===== src/shared/hbd_pkg.sv =====
package hbd_pkg;
   // ------------------------------------------------------------
   // register map
   // ------------------------------------------------------------
   localparam logic [7:0] HBD_ADDR_DET_A   = 8'h0d;
   localparam logic [7:0] HBD_ADDR_DET_B   = 8'h0e;
   localparam logic [7:0] HBD_ADDR_GAIN_L  = 8'h0f;
   // ------------------------------------------------------------
   // field positions
   // ------------------------------------------------------------
   localparam int HBD_A_EN_BIT       = 7;
   localparam int HBD_A_TYPE_LSB     = 5;
   localparam int HBD_A_JACK_DB_LSB  = 2;
   localparam int HBD_A_BTN_DB_LSB   = 0;
   localparam int HBD_B_COUPLE_BIT   = 7;
   localparam int HBD_B_CFG_A_BIT    = 6;
   localparam int HBD_B_FLAG_BIT     = 4;
   localparam int HBD_B_CFG_B_BIT    = 3;
   localparam int HBD_G_MUTE_BIT     = 7;
   // ------------------------------------------------------------
   // reset values and codes
   // ------------------------------------------------------------
   localparam logic [7:0] HBD_RST_DET_A  = 8'h00;
   localparam logic [7:0] HBD_RST_DET_B  = 8'h00;
   localparam logic [7:0] HBD_RST_GAIN_L = 8'h80;
   localparam logic [1:0] HBD_TYPE_NONE  = 2'h0;
   localparam logic [1:0] HBD_TYPE_NOMIC = 2'h1;
   localparam logic [1:0] HBD_TYPE_MIC   = 2'h3;
   localparam logic [6:0] HBD_GAIN_MAX   = 7'h77;
   // ------------------------------------------------------------
   // timing: base sample tick 1 ms, debounce windows are 8 ticks
   // ------------------------------------------------------------
   localparam int HBD_CLK_HZ       = 50_000_000;
   localparam int HBD_BASE_TICK_MS = 1;
   localparam int HBD_BASE_CYCLES  = HBD_CLK_HZ / 1000 * HBD_BASE_TICK_MS;
   localparam int HBD_DB_SAMPLES   = 8;
   localparam logic [2:0] HBD_JACK_SHIFT0 = 3'h1;
endpackage : hbd_pkg


===== src/rtl/hbd_debounce.sv =====
module hbd_debounce
   import hbd_pkg::*;
#(
   parameter int W = 2
) (
   // clock and reset
   input  wire logic         core_clk,
   input  wire logic         reset_n,
   // control
   input  wire logic         sample_en,
   input  wire logic         bypass,
   input  wire logic [W-1:0] raw,
   // result
   output logic      [W-1:0] stable
);
   logic [W-1:0] cand;
   logic [W-1:0] next_cand;
   logic [3:0]   cnt;
   logic [3:0]   next_cnt;
   logic [W-1:0] next_stable;

   // accept raw only after it held for the full sample window; with bypass set, raw passes to stable in the next cycle
   always_comb begin
      next_cand   = cand;
      next_cnt    = cnt;
      next_stable = stable;
      if (bypass) begin
         next_stable = raw;
         next_cand   = raw;
         next_cnt    = 4'h0;
      end else if (sample_en) begin
         if (raw != cand) begin
            next_cand = raw;
            next_cnt  = 4'h0;
         end else if (cnt == 4'(HBD_DB_SAMPLES - 1)) begin
            next_stable = cand;
         end else begin
            next_cnt = cnt + 4'h1;
         end
      end
   end

   always_ff @(posedge core_clk) begin
      if (!reset_n) begin
         cand   <= '0;
         cnt    <= 4'h0;
         stable <= '0;
      end else begin
         cand   <= next_cand;
         cnt    <= next_cnt;
         stable <= next_stable;
      end
   end
endmodule : hbd_debounce


===== src/rtl/hbd_regs.sv =====
// Overview of operation
// - detection runs only while the enable bit is one; reset zero
// - two-bit type: 00 none, 01 no microphone, 11 microphone
// - jack debounce code n gives 16 ms times two to the n for n up to 5; codes 6 and 7 give 512 ms like code 5
// - button debounce: none, 8 ms, 16 ms, 32 ms
// - coupling bit selects capacitor-free at zero, ac-coupled at one
// - configuration bit A selects fully differential outputs
// - configuration bit B selects pseudodifferential outputs
// - reserved bits of the second register read zero
// - read-only flag shows a detected headset
// - mute bit mutes the left amplifier; resets to muted
// - gain code steps by half a decibel from zero
// - codes 0x77 and above all give 59.5 dB
module hbd_regs
   import hbd_pkg::*;
#(
   parameter int BASE_CYCLES = HBD_BASE_CYCLES
) (
   // clock and reset
   input  wire logic       core_clk,
   input  wire logic       reset_n,
   // register port
   input  wire logic [7:0] reg_addr,
   input  wire logic       reg_wr,
   input  wire logic [7:0] reg_wdata,
   output logic      [7:0] reg_rdata,
   // jack pins
   input  wire logic       jack_present_pin,
   input  wire logic       jack_mic_pin,
   input  wire logic       button_pin,
   // outputs to analog
   output logic            det_enable,
   output logic            button_pressed,
   output logic            drv_ac_coupled,
   output logic            drv_fully_diff,
   output logic            drv_pseudo_diff,
   output logic            adc_l_mute,
   output logic      [6:0] adc_l_gain_code
);
   // ------------------------------------------------------------
   // registers
   // ------------------------------------------------------------
   logic [7:0]  reg_a, next_reg_a;
   logic [7:0]  reg_b, next_reg_b;
   logic [7:0]  reg_g, next_reg_g;

   always_comb begin
      next_reg_a = reg_a;
      next_reg_b = reg_b;
      next_reg_g = reg_g;
      if (reg_wr) begin
         case (reg_addr)
            HBD_ADDR_DET_A:  next_reg_a = reg_wdata;
            HBD_ADDR_DET_B:  next_reg_b = reg_wdata;
            HBD_ADDR_GAIN_L: next_reg_g = reg_wdata;
            default: ;
         endcase
      end
   end

   always_ff @(posedge core_clk) begin
      if (!reset_n) begin
         reg_a <= HBD_RST_DET_A;
         reg_b <= HBD_RST_DET_B;
         reg_g <= HBD_RST_GAIN_L;
      end else begin
         reg_a <= next_reg_a;
         reg_b <= next_reg_b;
         reg_g <= next_reg_g;
      end
   end

   assign det_enable      = reg_a[HBD_A_EN_BIT];
   assign drv_ac_coupled  = reg_b[HBD_B_COUPLE_BIT];
   assign drv_fully_diff  = reg_b[HBD_B_CFG_A_BIT];
   assign drv_pseudo_diff = reg_b[HBD_B_CFG_B_BIT];
   assign adc_l_mute      = reg_g[HBD_G_MUTE_BIT];
   // gain code saturates; half-dB step means gain_db = code/2
   assign adc_l_gain_code = (reg_g[6:0] > HBD_GAIN_MAX) ? HBD_GAIN_MAX : reg_g[6:0];

   // ------------------------------------------------------------
   // pin synchronisers
   // ------------------------------------------------------------
   logic [2:0] sync1, sync2;
   always_ff @(posedge core_clk) begin
      if (!reset_n) begin
         sync1 <= 3'h0;
         sync2 <= 3'h0;
      end else begin
         sync1 <= {button_pin, jack_mic_pin, jack_present_pin};
         sync2 <= sync1;
      end
   end

   // ------------------------------------------------------------
   // sample tick dividers: 1 ms base, then powers of two
   // ------------------------------------------------------------
   logic [31:0] base_cnt, next_base_cnt;
   logic        base_tick;
   logic [7:0]  ms_cnt, next_ms_cnt;
   logic [2:0]  jack_db;
   logic [1:0]  btn_db;
   logic        jack_tick, btn_tick;

   assign base_tick = (base_cnt == 32'(BASE_CYCLES - 1));
   assign jack_db   = reg_a[HBD_A_JACK_DB_LSB +: 3];
   assign btn_db    = reg_a[HBD_A_BTN_DB_LSB +: 2];

   always_comb begin
      next_base_cnt = base_tick ? 32'h0000_0000 : base_cnt + 32'h0000_0001;
      next_ms_cnt   = base_tick ? ms_cnt + 8'h01 : ms_cnt;
   end

   always_ff @(posedge core_clk) begin
      if (!reset_n) begin
         base_cnt <= 32'h0000_0000;
         ms_cnt   <= 8'h00;
      end else begin
         base_cnt <= next_base_cnt;
         ms_cnt   <= next_ms_cnt;
      end
   end

   // jack tick every 2<<code ms; reserved codes clamp to the slowest
   logic [2:0] jack_sh;
   always_comb begin
      jack_sh   = (jack_db > 3'h5) ? 3'h6 : jack_db + HBD_JACK_SHIFT0;
      jack_tick = base_tick &&
                  ((ms_cnt & ((8'h01 << jack_sh) - 8'h01)) == 8'h00);
      btn_tick  = base_tick &&
                  ((ms_cnt & ((8'h01 << (btn_db - 2'h1)) - 8'h01)) == 8'h00);
   end

   // ------------------------------------------------------------
   // debouncers: 8 samples per window
   // ------------------------------------------------------------
   logic [1:0] jack_stable;
   logic [0:0] btn_stable;

   hbd_debounce #(.W(2)) u_jack (
      .core_clk  (core_clk),
      .reset_n   (reset_n && det_enable),
      .sample_en (jack_tick),
      .bypass    (1'b0),
      .raw       (sync2[1:0]),
      .stable    (jack_stable)
   );

   hbd_debounce #(.W(1)) u_btn (
      .core_clk  (core_clk),
      .reset_n   (reset_n && det_enable),
      .sample_en (btn_tick),
      .bypass    (btn_db == 2'h0),
      .raw       (sync2[2:2]),
      .stable    (btn_stable)
   );

   // ------------------------------------------------------------
   // detection result
   // ------------------------------------------------------------
   logic [1:0] det_type;
   logic       det_flag;
   always_comb begin
      det_type = HBD_TYPE_NONE;
      if (det_enable && jack_stable[0]) begin
         det_type = jack_stable[1] ? HBD_TYPE_MIC : HBD_TYPE_NOMIC;
      end
      det_flag = (det_type != HBD_TYPE_NONE);
   end

   assign button_pressed = det_enable && (det_type == HBD_TYPE_MIC) && btn_stable[0];

   // ------------------------------------------------------------
   // read mux
   // ------------------------------------------------------------
   logic [7:0] rd_b;
   always_comb begin
      rd_b = 8'h00;
      rd_b[HBD_B_COUPLE_BIT] = reg_b[HBD_B_COUPLE_BIT];
      rd_b[HBD_B_CFG_A_BIT]  = reg_b[HBD_B_CFG_A_BIT];
      rd_b[HBD_B_FLAG_BIT]   = det_flag;
      rd_b[HBD_B_CFG_B_BIT]  = reg_b[HBD_B_CFG_B_BIT];
      case (reg_addr)
         HBD_ADDR_DET_A:  reg_rdata = {reg_a[7], det_type, reg_a[4:0]};
         HBD_ADDR_DET_B:  reg_rdata = rd_b;
         HBD_ADDR_GAIN_L: reg_rdata = reg_g;
         default:         reg_rdata = 8'h00;
      endcase
   end
endmodule : hbd_regs


===== config.mk =====
export PLATFORM = sky130hd
export DESIGN_NAME = hbd_regs
export DESIGN_NICKNAME = d
export VERILOG_FILES = /design/src/shared/hbd_pkg.sv /design/src/rtl/hbd_debounce.sv /design/src/rtl/hbd_regs.sv
export SDC_FILE = /design/constraint.sdc
export NUM_CORES = 1
export LEC_CHECK = 0
export ABC_AREA = 1
export BUFFER_PORTS_ARGS = -buffer_cell sky130_fd_sc_hd__buf_2
export CORE_MARGIN = 2
export CORE_UTILIZATION = 60
export DETAILED_ROUTE_END_ITERATION = 12
export PLACE_DENSITY = 0.8
export SYNTH_ARGS = -nofsm -noshare
export SYNTH_HDL_FRONTEND = slang
export SYNTH_HIERARCHICAL = 1
export SYNTH_SLANG_ARGS = --single-unit

===== constraint.sdc =====
create_clock -name core_clk -period 7.55 [get_ports core_clk]
set_input_delay 1.1325 -clock core_clk [delete_from_list [all_inputs] [get_ports core_clk]]
set_output_delay 1.1325 -clock core_clk [all_outputs]
set_load 0.02 [all_outputs]

; ---- Yosys cells after proc, flatten, opt, wreduce, memory -nomap -nowiden
; Index checks and enable logic that the tools add are counted.
[word_totals]
memories = 0
output_inout_bits = 21
ram_bits = 0
input_bits = 22
mem_bits_ro = 0
latch_bits = 0
reg_bits = 84
[classes]
n_lt_le_gt_ge = 2
mux = 16
bitwise = 5
mul = 0
n_reduce_logical = 24
addsub = 8
n_shift = 2
div_mod_pow = 0
n_eq_ne = 12
[op_table]
columns = operator, count
row1 = adder 32 x 1 -> 32 bit (second input constant), 1
row2 = equality test 32 x 16 -> 1 bit (second input constant), 1
row3 = equality test 8 x 4 -> 1 bit (second input constant), 3
row4 = case mux 8 bit (3 select lines), 1
row5 = AND 8 bit, 2
row6 = logical NOT 8 bit, 2
row7 = two-way mux 4 bit, 4
row8 = subtractor 8 x 1 -> 8 bit (second input constant), 2
row9 = AND reduction 2 bit, 7
row10 = adder 4 x 1 -> 4 bit (second input constant), 2
row11 = adder 8 x 1 -> 8 bit (second input constant), 1
row12 = equality test 4 x 3 -> 1 bit (second input constant), 2
row13 = nonzero test 2 bit, 4
row14 = << shifter 1 x 2 -> 8 bit (first input constant), 1
row15 = << shifter 1 x 3 -> 8 bit (first input constant), 1
row16 = greater-than comparator 7 bit (second input constant), 1
row17 = two-way mux 1 bit, 7
row18 = two-way mux 7 bit, 1
row19 = logical AND 1 bit, 6
row20 = != test 2 x 1 -> 1 bit (second input constant), 3
row21 = AND reduction 3 bit, 2
row22 = two-way mux 2 bit, 2
row23 = OR reduction 2 bit, 2
row24 = adder 3 x 1 -> 3 bit (second input constant), 1
row25 = 8 further kinds, 10

; ---- Depth between registers and ports, before layout
; Gate-level depths: netlist of run 1.
[depth]
ltp_word = 8
ltp_mapped = 20
ltp_nobuf = 20

; ---- Hierarchy
; Netlist of run 1, hierarchy kept.
[modules_own_cells]
columns = module, cells_each, seq_area_each_um2, n_inst, area_per_inst_um2
row1 = hbd_regs, 529, 1261.2, 1, 3590.9
row2 = hbd_debounce (u_jack), 79, 160.2, 1, 503.0
row3 = hbd_debounce (u_btn), 57, 120.1, 1, 372.9

; ---- Worst setup path after synthesis of run 1
; No wires, ideal clock.
[synth_timing]
path_type = input port to output port
from = in reg_addr[3]
to = out reg_rdata[6]
slack_ps = 4427
n_path_buf = 0
path_stages = 4
arrival_time_ps = 1991
t_required_ps = 6418
cell_sequence = nand2_1 -> nor3_1 -> nand2_1 -> o221ai_1
[synth_via]
elab_chain_len = 2
[synth_rtl]
columns = element, line
row1 = start: declaration, hbd_regs.sv:23  ; input wire logic [7:0] reg_addr,
row2 = equality test 8 x 4 -> 1 bit, hbd_regs.sv:183  ; case (reg_addr)
row3 = case mux 8 bit (3 select lines) *, hbd_regs.sv:183
row4 = end: declaration, hbd_regs.sv:26  ; output logic [7:0] reg_rdata,
; Every way passes the cells marked *; elsewhere a longest branch is shown, timed or not.

; ---- Worst setup path in the final report of run 1
[layout_timing]
from = in reg_addr[7]
to = out reg_rdata[7]
; Same word-level chain as after synthesis.

==> impl_metrics.tcl, run 1 <==
set metrics [dict create \
    fillers 660 \
    reg2reg_to "u_jack/cand[0]" \
    grt_max_degree 27 \
    power_density_mw_per_mm2 153 \
    multiInputGateArea_mm2 0.00248 \
    wl_per_cell_um 11.8 \
    cts_made_buffers 9 \
    drtIter0Drc 260 \
    endpoint_kind "primary output" \
    avgSynthCellArea_um2 6.72 \
    tns_ns 0 \
    clockBufferDepth 2 \
    placed_cell_area_mm2 0.00479 \
    portBuffers 42 \
    synth_cells 665 \
    clk_latency_ns 0.35 \
    area_delta_synth_final_pct 11.8 \
    rsz0062_at_grt "false" \
    hold_start "sync1[2]" \
    synth.largest_area_cell "dfxtp_1" \
    critPathLaunchType "input port" \
    status "complete, no violations" \
    rr_startpoint "reg_a[2]" \
    synth_edf_count 0 \
    clk_pin_slew_worst_paths_ns 0.09 \
    holdPathEnd "sync2[2]" \
    core_area_mm2 0.00721 \
    yosysSeqAreaShare_pct 34.5 \
    final_max_slew_viol_count 0 \
    yosysWarnings 6 \
    critical_path_class "in -> out" \
    root_buffer "clkbuf_8" \
    fin_cells 820 \
    arrival_ns 2.33 \
    drcViolationCount 0 \
    synth.area.top_cells "dfxtp_1 (35%), nand2_1 (11%), inv_1 (8.7%)" \
    start_util_pct 61.9 \
    io-pin-count 43 \
    die_w_um 90.3 \
    placedCellCount 804 \
    yosysTopAreaCellShare_pct 34.5 \
    grt-ovfl-total 0 \
    reg2reg_depth 18 \
    clkSinkCount 77 \
    grt_pass1_vias 3964 \
    antenna_found_initial 0 \
    min_path_cells 2 \
    ctsResizeCount 0 \
    track_usage_pct 24.9 \
    tightest_slew_ns 0.667 \
    hold_viol_final 0 \
    synthArstFlopShare_pct 0 \
    maxSlewHeadroom_pct 55.1 \
    drive_gt1_share_pct 14.4 \
    finalWirelength_um 9700 \
    cap_viol_max_count 0 \
    fin_area_mm2 0.00499 \
    synth_cell_type_count 42 \
    period_share_pct 45.8 \
    grt_pass1_wl_um 17000 \
    nNetsFinal 750 \
    fp.dieH_um 90.3 \
    place_congestion 0.923 \
    period_minus_slack_ns 3.46 \
    cts_hold_buf 0 \
    synth-seq-cells 77 \
    regArea_mm2 0.00154 \
    ys.flop_type "dfxtp_1" \
    viasPerCell 5.21 \
    reg2reg_slack_ns 4.66 \
    finClkSkew_ns 0.00809 \
    ir_drop_uv 118 \
    finalSetupViolations 0 \
    crit_required_ns 6.42 \
    hp-class "reg -> reg" \
    die_area_mm2 0.00815 \
    cts_tree "yes" \
    via_count 4271 \
    htree_levels 3 \
    max_freq_ghz 0.289 \
    diodes 0 \
    total_power_uw 766 \
    rows 31 \
    postCtsSetupBuffers 0 \
    ant_nets 0 \
    place_hpwl_um 7420 \
    first_pass_iters 4 \
    syn_area_mm2 0.00447 \
    p_leak_nw 2.29 \
    crit_fanout 8 \
]
## worst max path at each step
stage                start      endpoint  slack, ns
6_report       reg_addr[7]  reg_rdata[7]       4.09
5_1_grt        reg_addr[5]  reg_rdata[6]       3.85
3_3_place_gp   reg_addr[7]  reg_rdata[4]       4.10
3_5_place_dp   reg_addr[7]  reg_rdata[3]       4.08
2_1_floorplan  reg_addr[3]  reg_rdata[6]       4.43
4_1_cts        reg_addr[7]  reg_rdata[3]       4.08
## metrics by stage
step / setup slack [ns] / hold slack (ns) / util [%]
floorplan: 4.43 / 0.390 / -
global placement: 4.10 / 0.400 / 66.4
detailed placement: 4.08 / 0.398 / 66.4
CTS: 4.08 / 0.418 / 69.2
global route: 3.85 / 0.449 / 69.2
finish: 4.09 / 0.416 / 69.2
## cells in the mapped netlist (2+ instances only)
| cell type | n |
|---|---|
| nand4_1 | 24 |
| nand2_1 | 135 |
| xor2_1 | 18 |
| o221ai_1 | 3 |
| xnor2_1 | 6 |
| nor4_1 | 3 |
| o21ai_0 | 23 |
| nand2_2 | 12 |
| nor3_4 | 2 |
| nor2_4 | 4 |
| nand3b_1 | 3 |
| clkbuf_1 | 5 |
| o21ai_1 | 4 |
| o22ai_1 | 4 |
| buf_2 | 3 |
| nor3_1 | 16 |
| nand3_2 | 2 |
| nor2_1 | 89 |
| nor3_2 | 2 |
| a21oi_1 | 36 |
| nand3_1 | 47 |
| nand2_4 | 5 |
| nor2_2 | 3 |
| inv_1 | 104 |
| inv_2 | 8 |
| dfxtp_1 | 77 |
| ha_1 | 12 |
## where the power goes
part | internal (mW) | total (mW) | switching (mW)
logic | 0.0102 | 0.0295 | 0.0193
registers | 0.409 | 0.411 | 0.00182
clock network | 0.157 | 0.326 | 0.169
total | 0.576 | 0.766 | 0.191
## cells in the final DEF, fill, tap and decap left out, types with 2 or more instances in the layout
master | synthesis | routed
a21oi_1 | 36 | 36
buf_2 | 3 | 42
clkbuf_8 | 0 | 9
clkinvlp_4 | 0 | 2
conb_1 | 1 | 8
dfxtp_1 | 77 | 77
ha_1 | 12 | 12
inv_1 | 104 | 104
inv_2 | 8 | 8
inv_6 | 0 | 3
nand2_1 | 135 | 135
nand2_2 | 12 | 12
nand2_4 | 5 | 5
nand3_1 | 47 | 47
nand3_2 | 2 | 2
nand3b_1 | 3 | 3
nand4_1 | 24 | 24
nor2_1 | 89 | 89
nor2_2 | 3 | 3
nor2_4 | 4 | 4
nor3_1 | 16 | 16
nor3_2 | 2 | 2
nor3_4 | 2 | 2
nor4_1 | 3 | 3
o21ai_0 | 23 | 23
o21ai_1 | 4 | 4
o221ai_1 | 3 | 3
o22ai_1 | 4 | 4
xnor2_1 | 6 | 6
xor2_1 | 18 | 18
## routing by layer
metal,part of all wire (%),up-vias,global-route usage (%)
met5,0,-,0
met4,1.3,0,7.56
met3,5.6,12,4.17
met2,47,132,42.5
met1,47,1918,32.3
li1,-,2209,-
## kinds of logic after synthesis
family | share of synthesized area, %
compound gates | 9.10
xor+xnor | 4.71
fa+ha+maj | 3.36
buf+inv | 10.6
flops | 34.5
other cells | 0.0840
simple gates | 37.7
## area by class of cell
type | count | area share [%]
Sequential cell | 77 | 30.9
Clock buffer | 9 | 2.48
Timing Repair Buffer | 43 | 4.36
Inverter | 113 | 8.54
Clock inverter | 7 | 1.60
Tap cell | 99 | 2.48
Multi-Input combinational cell | 472 | 49.7
## state kept, by name, indices dropped and copies added (netlist names)
signal / cells
u_btn/cnt: 4
sync1: 3
u_btn/cand: 1
u_jack/cnt: 4
u_btn/stable: 1
u_jack/cand: 2
sync2: 3
ms_cnt: 8
base_cnt: 32
u_jack/stable: 2
reg_b: 3
reg_a: 6
reg_g: 8
## critical path: stages
cell and delay, ns:
buf_2 0.10, nor2_1 0.09, nand2_1 0.09, nor4_2 0.51
nand2_1 0.10, o211ai_1 0.11, buf_2 0.19
No activity file was read; power rests on OpenSTA's default activity.
==> run 2: changes to the inputs <==
==> constraint.sdc (replaced) <==
create_clock -name core_clk -period 3.56 [get_ports core_clk]
set_input_delay 0.534 -clock core_clk [delete_from_list [all_inputs] [get_ports core_clk]]
set_output_delay 0.534 -clock core_clk [all_outputs]
set_load 0.02 [all_outputs]
==> run 2 against run 1 <==
  * Clock power grew 72%
  * Combinational power grew 110%
  * Cell count shrank 0.12%
  * Largest power group unchanged
  * Core utilization shrank 0.62 points
  * Global-route usage shrank 0.38 points
  * Sequential cell count is the same
  * Non-clock buffer count is the same
  * Highest routed layer unchanged
==> impl_metrics.tcl, run 2 (synthesis gave the netlist of run 1 again) <==
set metrics [dict create \
    status "complete, no violations" \
    tns_ns 0 \
    maxSlewHeadroom_pct 56.2 \
    slowest_delay_ns 0.41 \
    arrival_ns 3.12 \
    critical_path_class "reg -> reg" \
    top_regs "base_cnt: 32 flops, ms_cnt: 8 flops, reg_g: 8 flops" \
    clk_latency_ns 0.33 \
    hp-class "in -> reg" \
    final_max_slew_viol_count 0 \
    grt_pass1_vias 3930 \
    largest_reg_flops 32 \
    hold_start "jack_present_pin" \
    rows 31 \
    use_met3_pct 3.59 \
    die_w_um 90.3 \
    first_pass_iters 5 \
    max_freq_ghz 0.347 \
    critPathLaunchType "flop" \
    antenna_found_initial 0 \
    diodes 0 \
    postCtsSetupBuffers 0 \
    start_util_pct 61.9 \
    crit_fanout 6 \
    place_hpwl_um 7200 \
    finalWirelength_um 9460 \
    fp.dieH_um 90.3 \
    cpMostUsedCell "nor2_1" \
    drive_gt1_share_pct 13.9 \
    layout_common_cells "nand2_1 (135), inv_1 (104), nor2_1 (89)" \
    nNetsFinal 750 \
    reg2reg_slack_ns 0.68 \
    clockBufferDepth 2 \
    grt-ovfl-total 0 \
    use_met2_pct 40.4 \
    top_register "base_cnt" \
    power_density_mw_per_mm2 302 \
    cp_cell_sequence "inv_1 -> ha_1 -> inv_1 -> nand2_1 -> nor2_1 -> nand3_1 -> ha_1 -> or2_2 -> nand2_1 -> nor2_1 -> nand3_1 -> nor2_1 -> nand3_1 -> nor2_1 -> or2_1 -> o21ai_2 -> nand2_1 -> nand2_1 -> nor2_1" \
    p_leak_nw 2.28 \
    cts_made_buffers 9 \
    cts_hold_buf 0 \
    portBuffers 42 \
    grt_max_degree 27 \
    top_usage_layer "met2" \
    wl_per_cell_um 11.6 \
    die_area_mm2 0.00815 \
    crit_start "reg_a[2]" \
    tightest_slew_ns 0.652 \
    use_met1_pct 32.8 \
    crit_required_ns 3.80 \
    hold_viol_final 0 \
    rr_startpoint "reg_a[2]" \
    finalSetupViolations 0 \
    fin_cells 819 \
    placedCellCount 804 \
    period_share_pct 80.9 \
    drcViolationCount 0 \
    core_area_mm2 0.00721 \
    cts_tree "yes" \
    reg2reg_to "u_jack/cand[1]" \
    area_delta_synth_final_pct 10.8 \
    reg2reg_depth 19 \
    clk_pin_slew_worst_paths_ns 0.08 \
    track_usage_pct 24.5 \
    post-route-util_pct 68.6 \
    total_power_mw 1.49 \
    mostFrequentLayoutCell "nand2_1" \
    slowest_stage "dfxtp_1" \
    period_minus_slack_ns 2.88 \
    fillers 664 \
    endpoint_kind "flop" \
    via_count 4240 \
    viasPerCell 5.18 \
    root_buffer "clkbuf_8" \
    grt_pass1_wl_um 16800 \
    clkSinkCount 77 \
    rsz0062_at_grt "false" \
    finClkSkew_ns 0.0104 \
    ant_nets 0 \
    ctsResizeCount 0 \
    holdPathEnd "sync1[0]" \
    io-pin-count 43 \
    min_path_cells 3 \
    place_congestion 0.889 \
    htree_levels 3 \
    cap_viol_max_count 0 \
    ir_drop_uv 267 \
    drtIter0Drc 186 \
]
==> run 2: per-stage QoR <==
| stage | hold WS, ns | worst slack, ns | instance area, um^2 |
|---|---|---|---|
| after floorplan | 0.390 | 0.953 | 4490 |
| after global placement | 0.407 | 0.818 | 4790 |
| after detailed placement | 0.408 | 0.725 | 4790 |
| after CTS | 0.378 | 0.680 | 4950 |
| after global routing | 0.399 | 0.305 | 4950 |
| final | 0.392 | 0.681 | 4950 |
==> run 2: worst max path at each step <==
stage	endpoint	slack (ns)	depth (start not counted)
global route	u_jack/cand[0]	0.30	19
floorplan	u_jack/cand[0]	0.95	19
finish	u_jack/cand[1]	0.68	19
CTS	u_jack/cand[1]	0.68	19
detailed placement	u_jack/cand[0]	0.72	19
global placement	u_jack/cand[0]	0.82	19
==> run 2: power by group <==
| part | leakage (nW) | total [mW] | internal, mW | switching, mW |
|---|---|---|---|---|
| logic | 1.57 | 0.0615 | 0.0216 | 0.0400 |
| clock network | 0.0833 | 0.560 | 0.267 | 0.293 |
| registers | 0.622 | 0.871 | 0.867 | 0.00401 |
==> run 2: layout make-up <==
cell class / instances / area (um^2) / area share, %
well taps: 99 / 124 / 2.50
clock inverters: 2 / 10.0 / 0.202
clock buffers: 13 / 149 / 3.01
multi-input cells: 472 / 2480 / 50.1
inverters: 113 / 427 / 8.62
flip-flops and latches: 77 / 1540 / 31.1
repair buffers: 43 / 218 / 4.40
==> run 2: critical path, delay by kind of cell, from the launching register on <==
kind            cells  cell delay, ns
fa+ha+maj           2            0.62
compound gates      1            0.11
flops               1            0.41
buf+inv             2            0.19
simple gates       14            1.47
==> run 2: metal layers <==
| metal | part of all wire (%) | routed length, um |
|---|---|---|
| met1 | 49 | 4610 |
| met2 | 45 | 4220 |
| met3 | 4.9 | 462 |
| met4 | 1.8 | 169 |
| met5 | 0 | 0 |
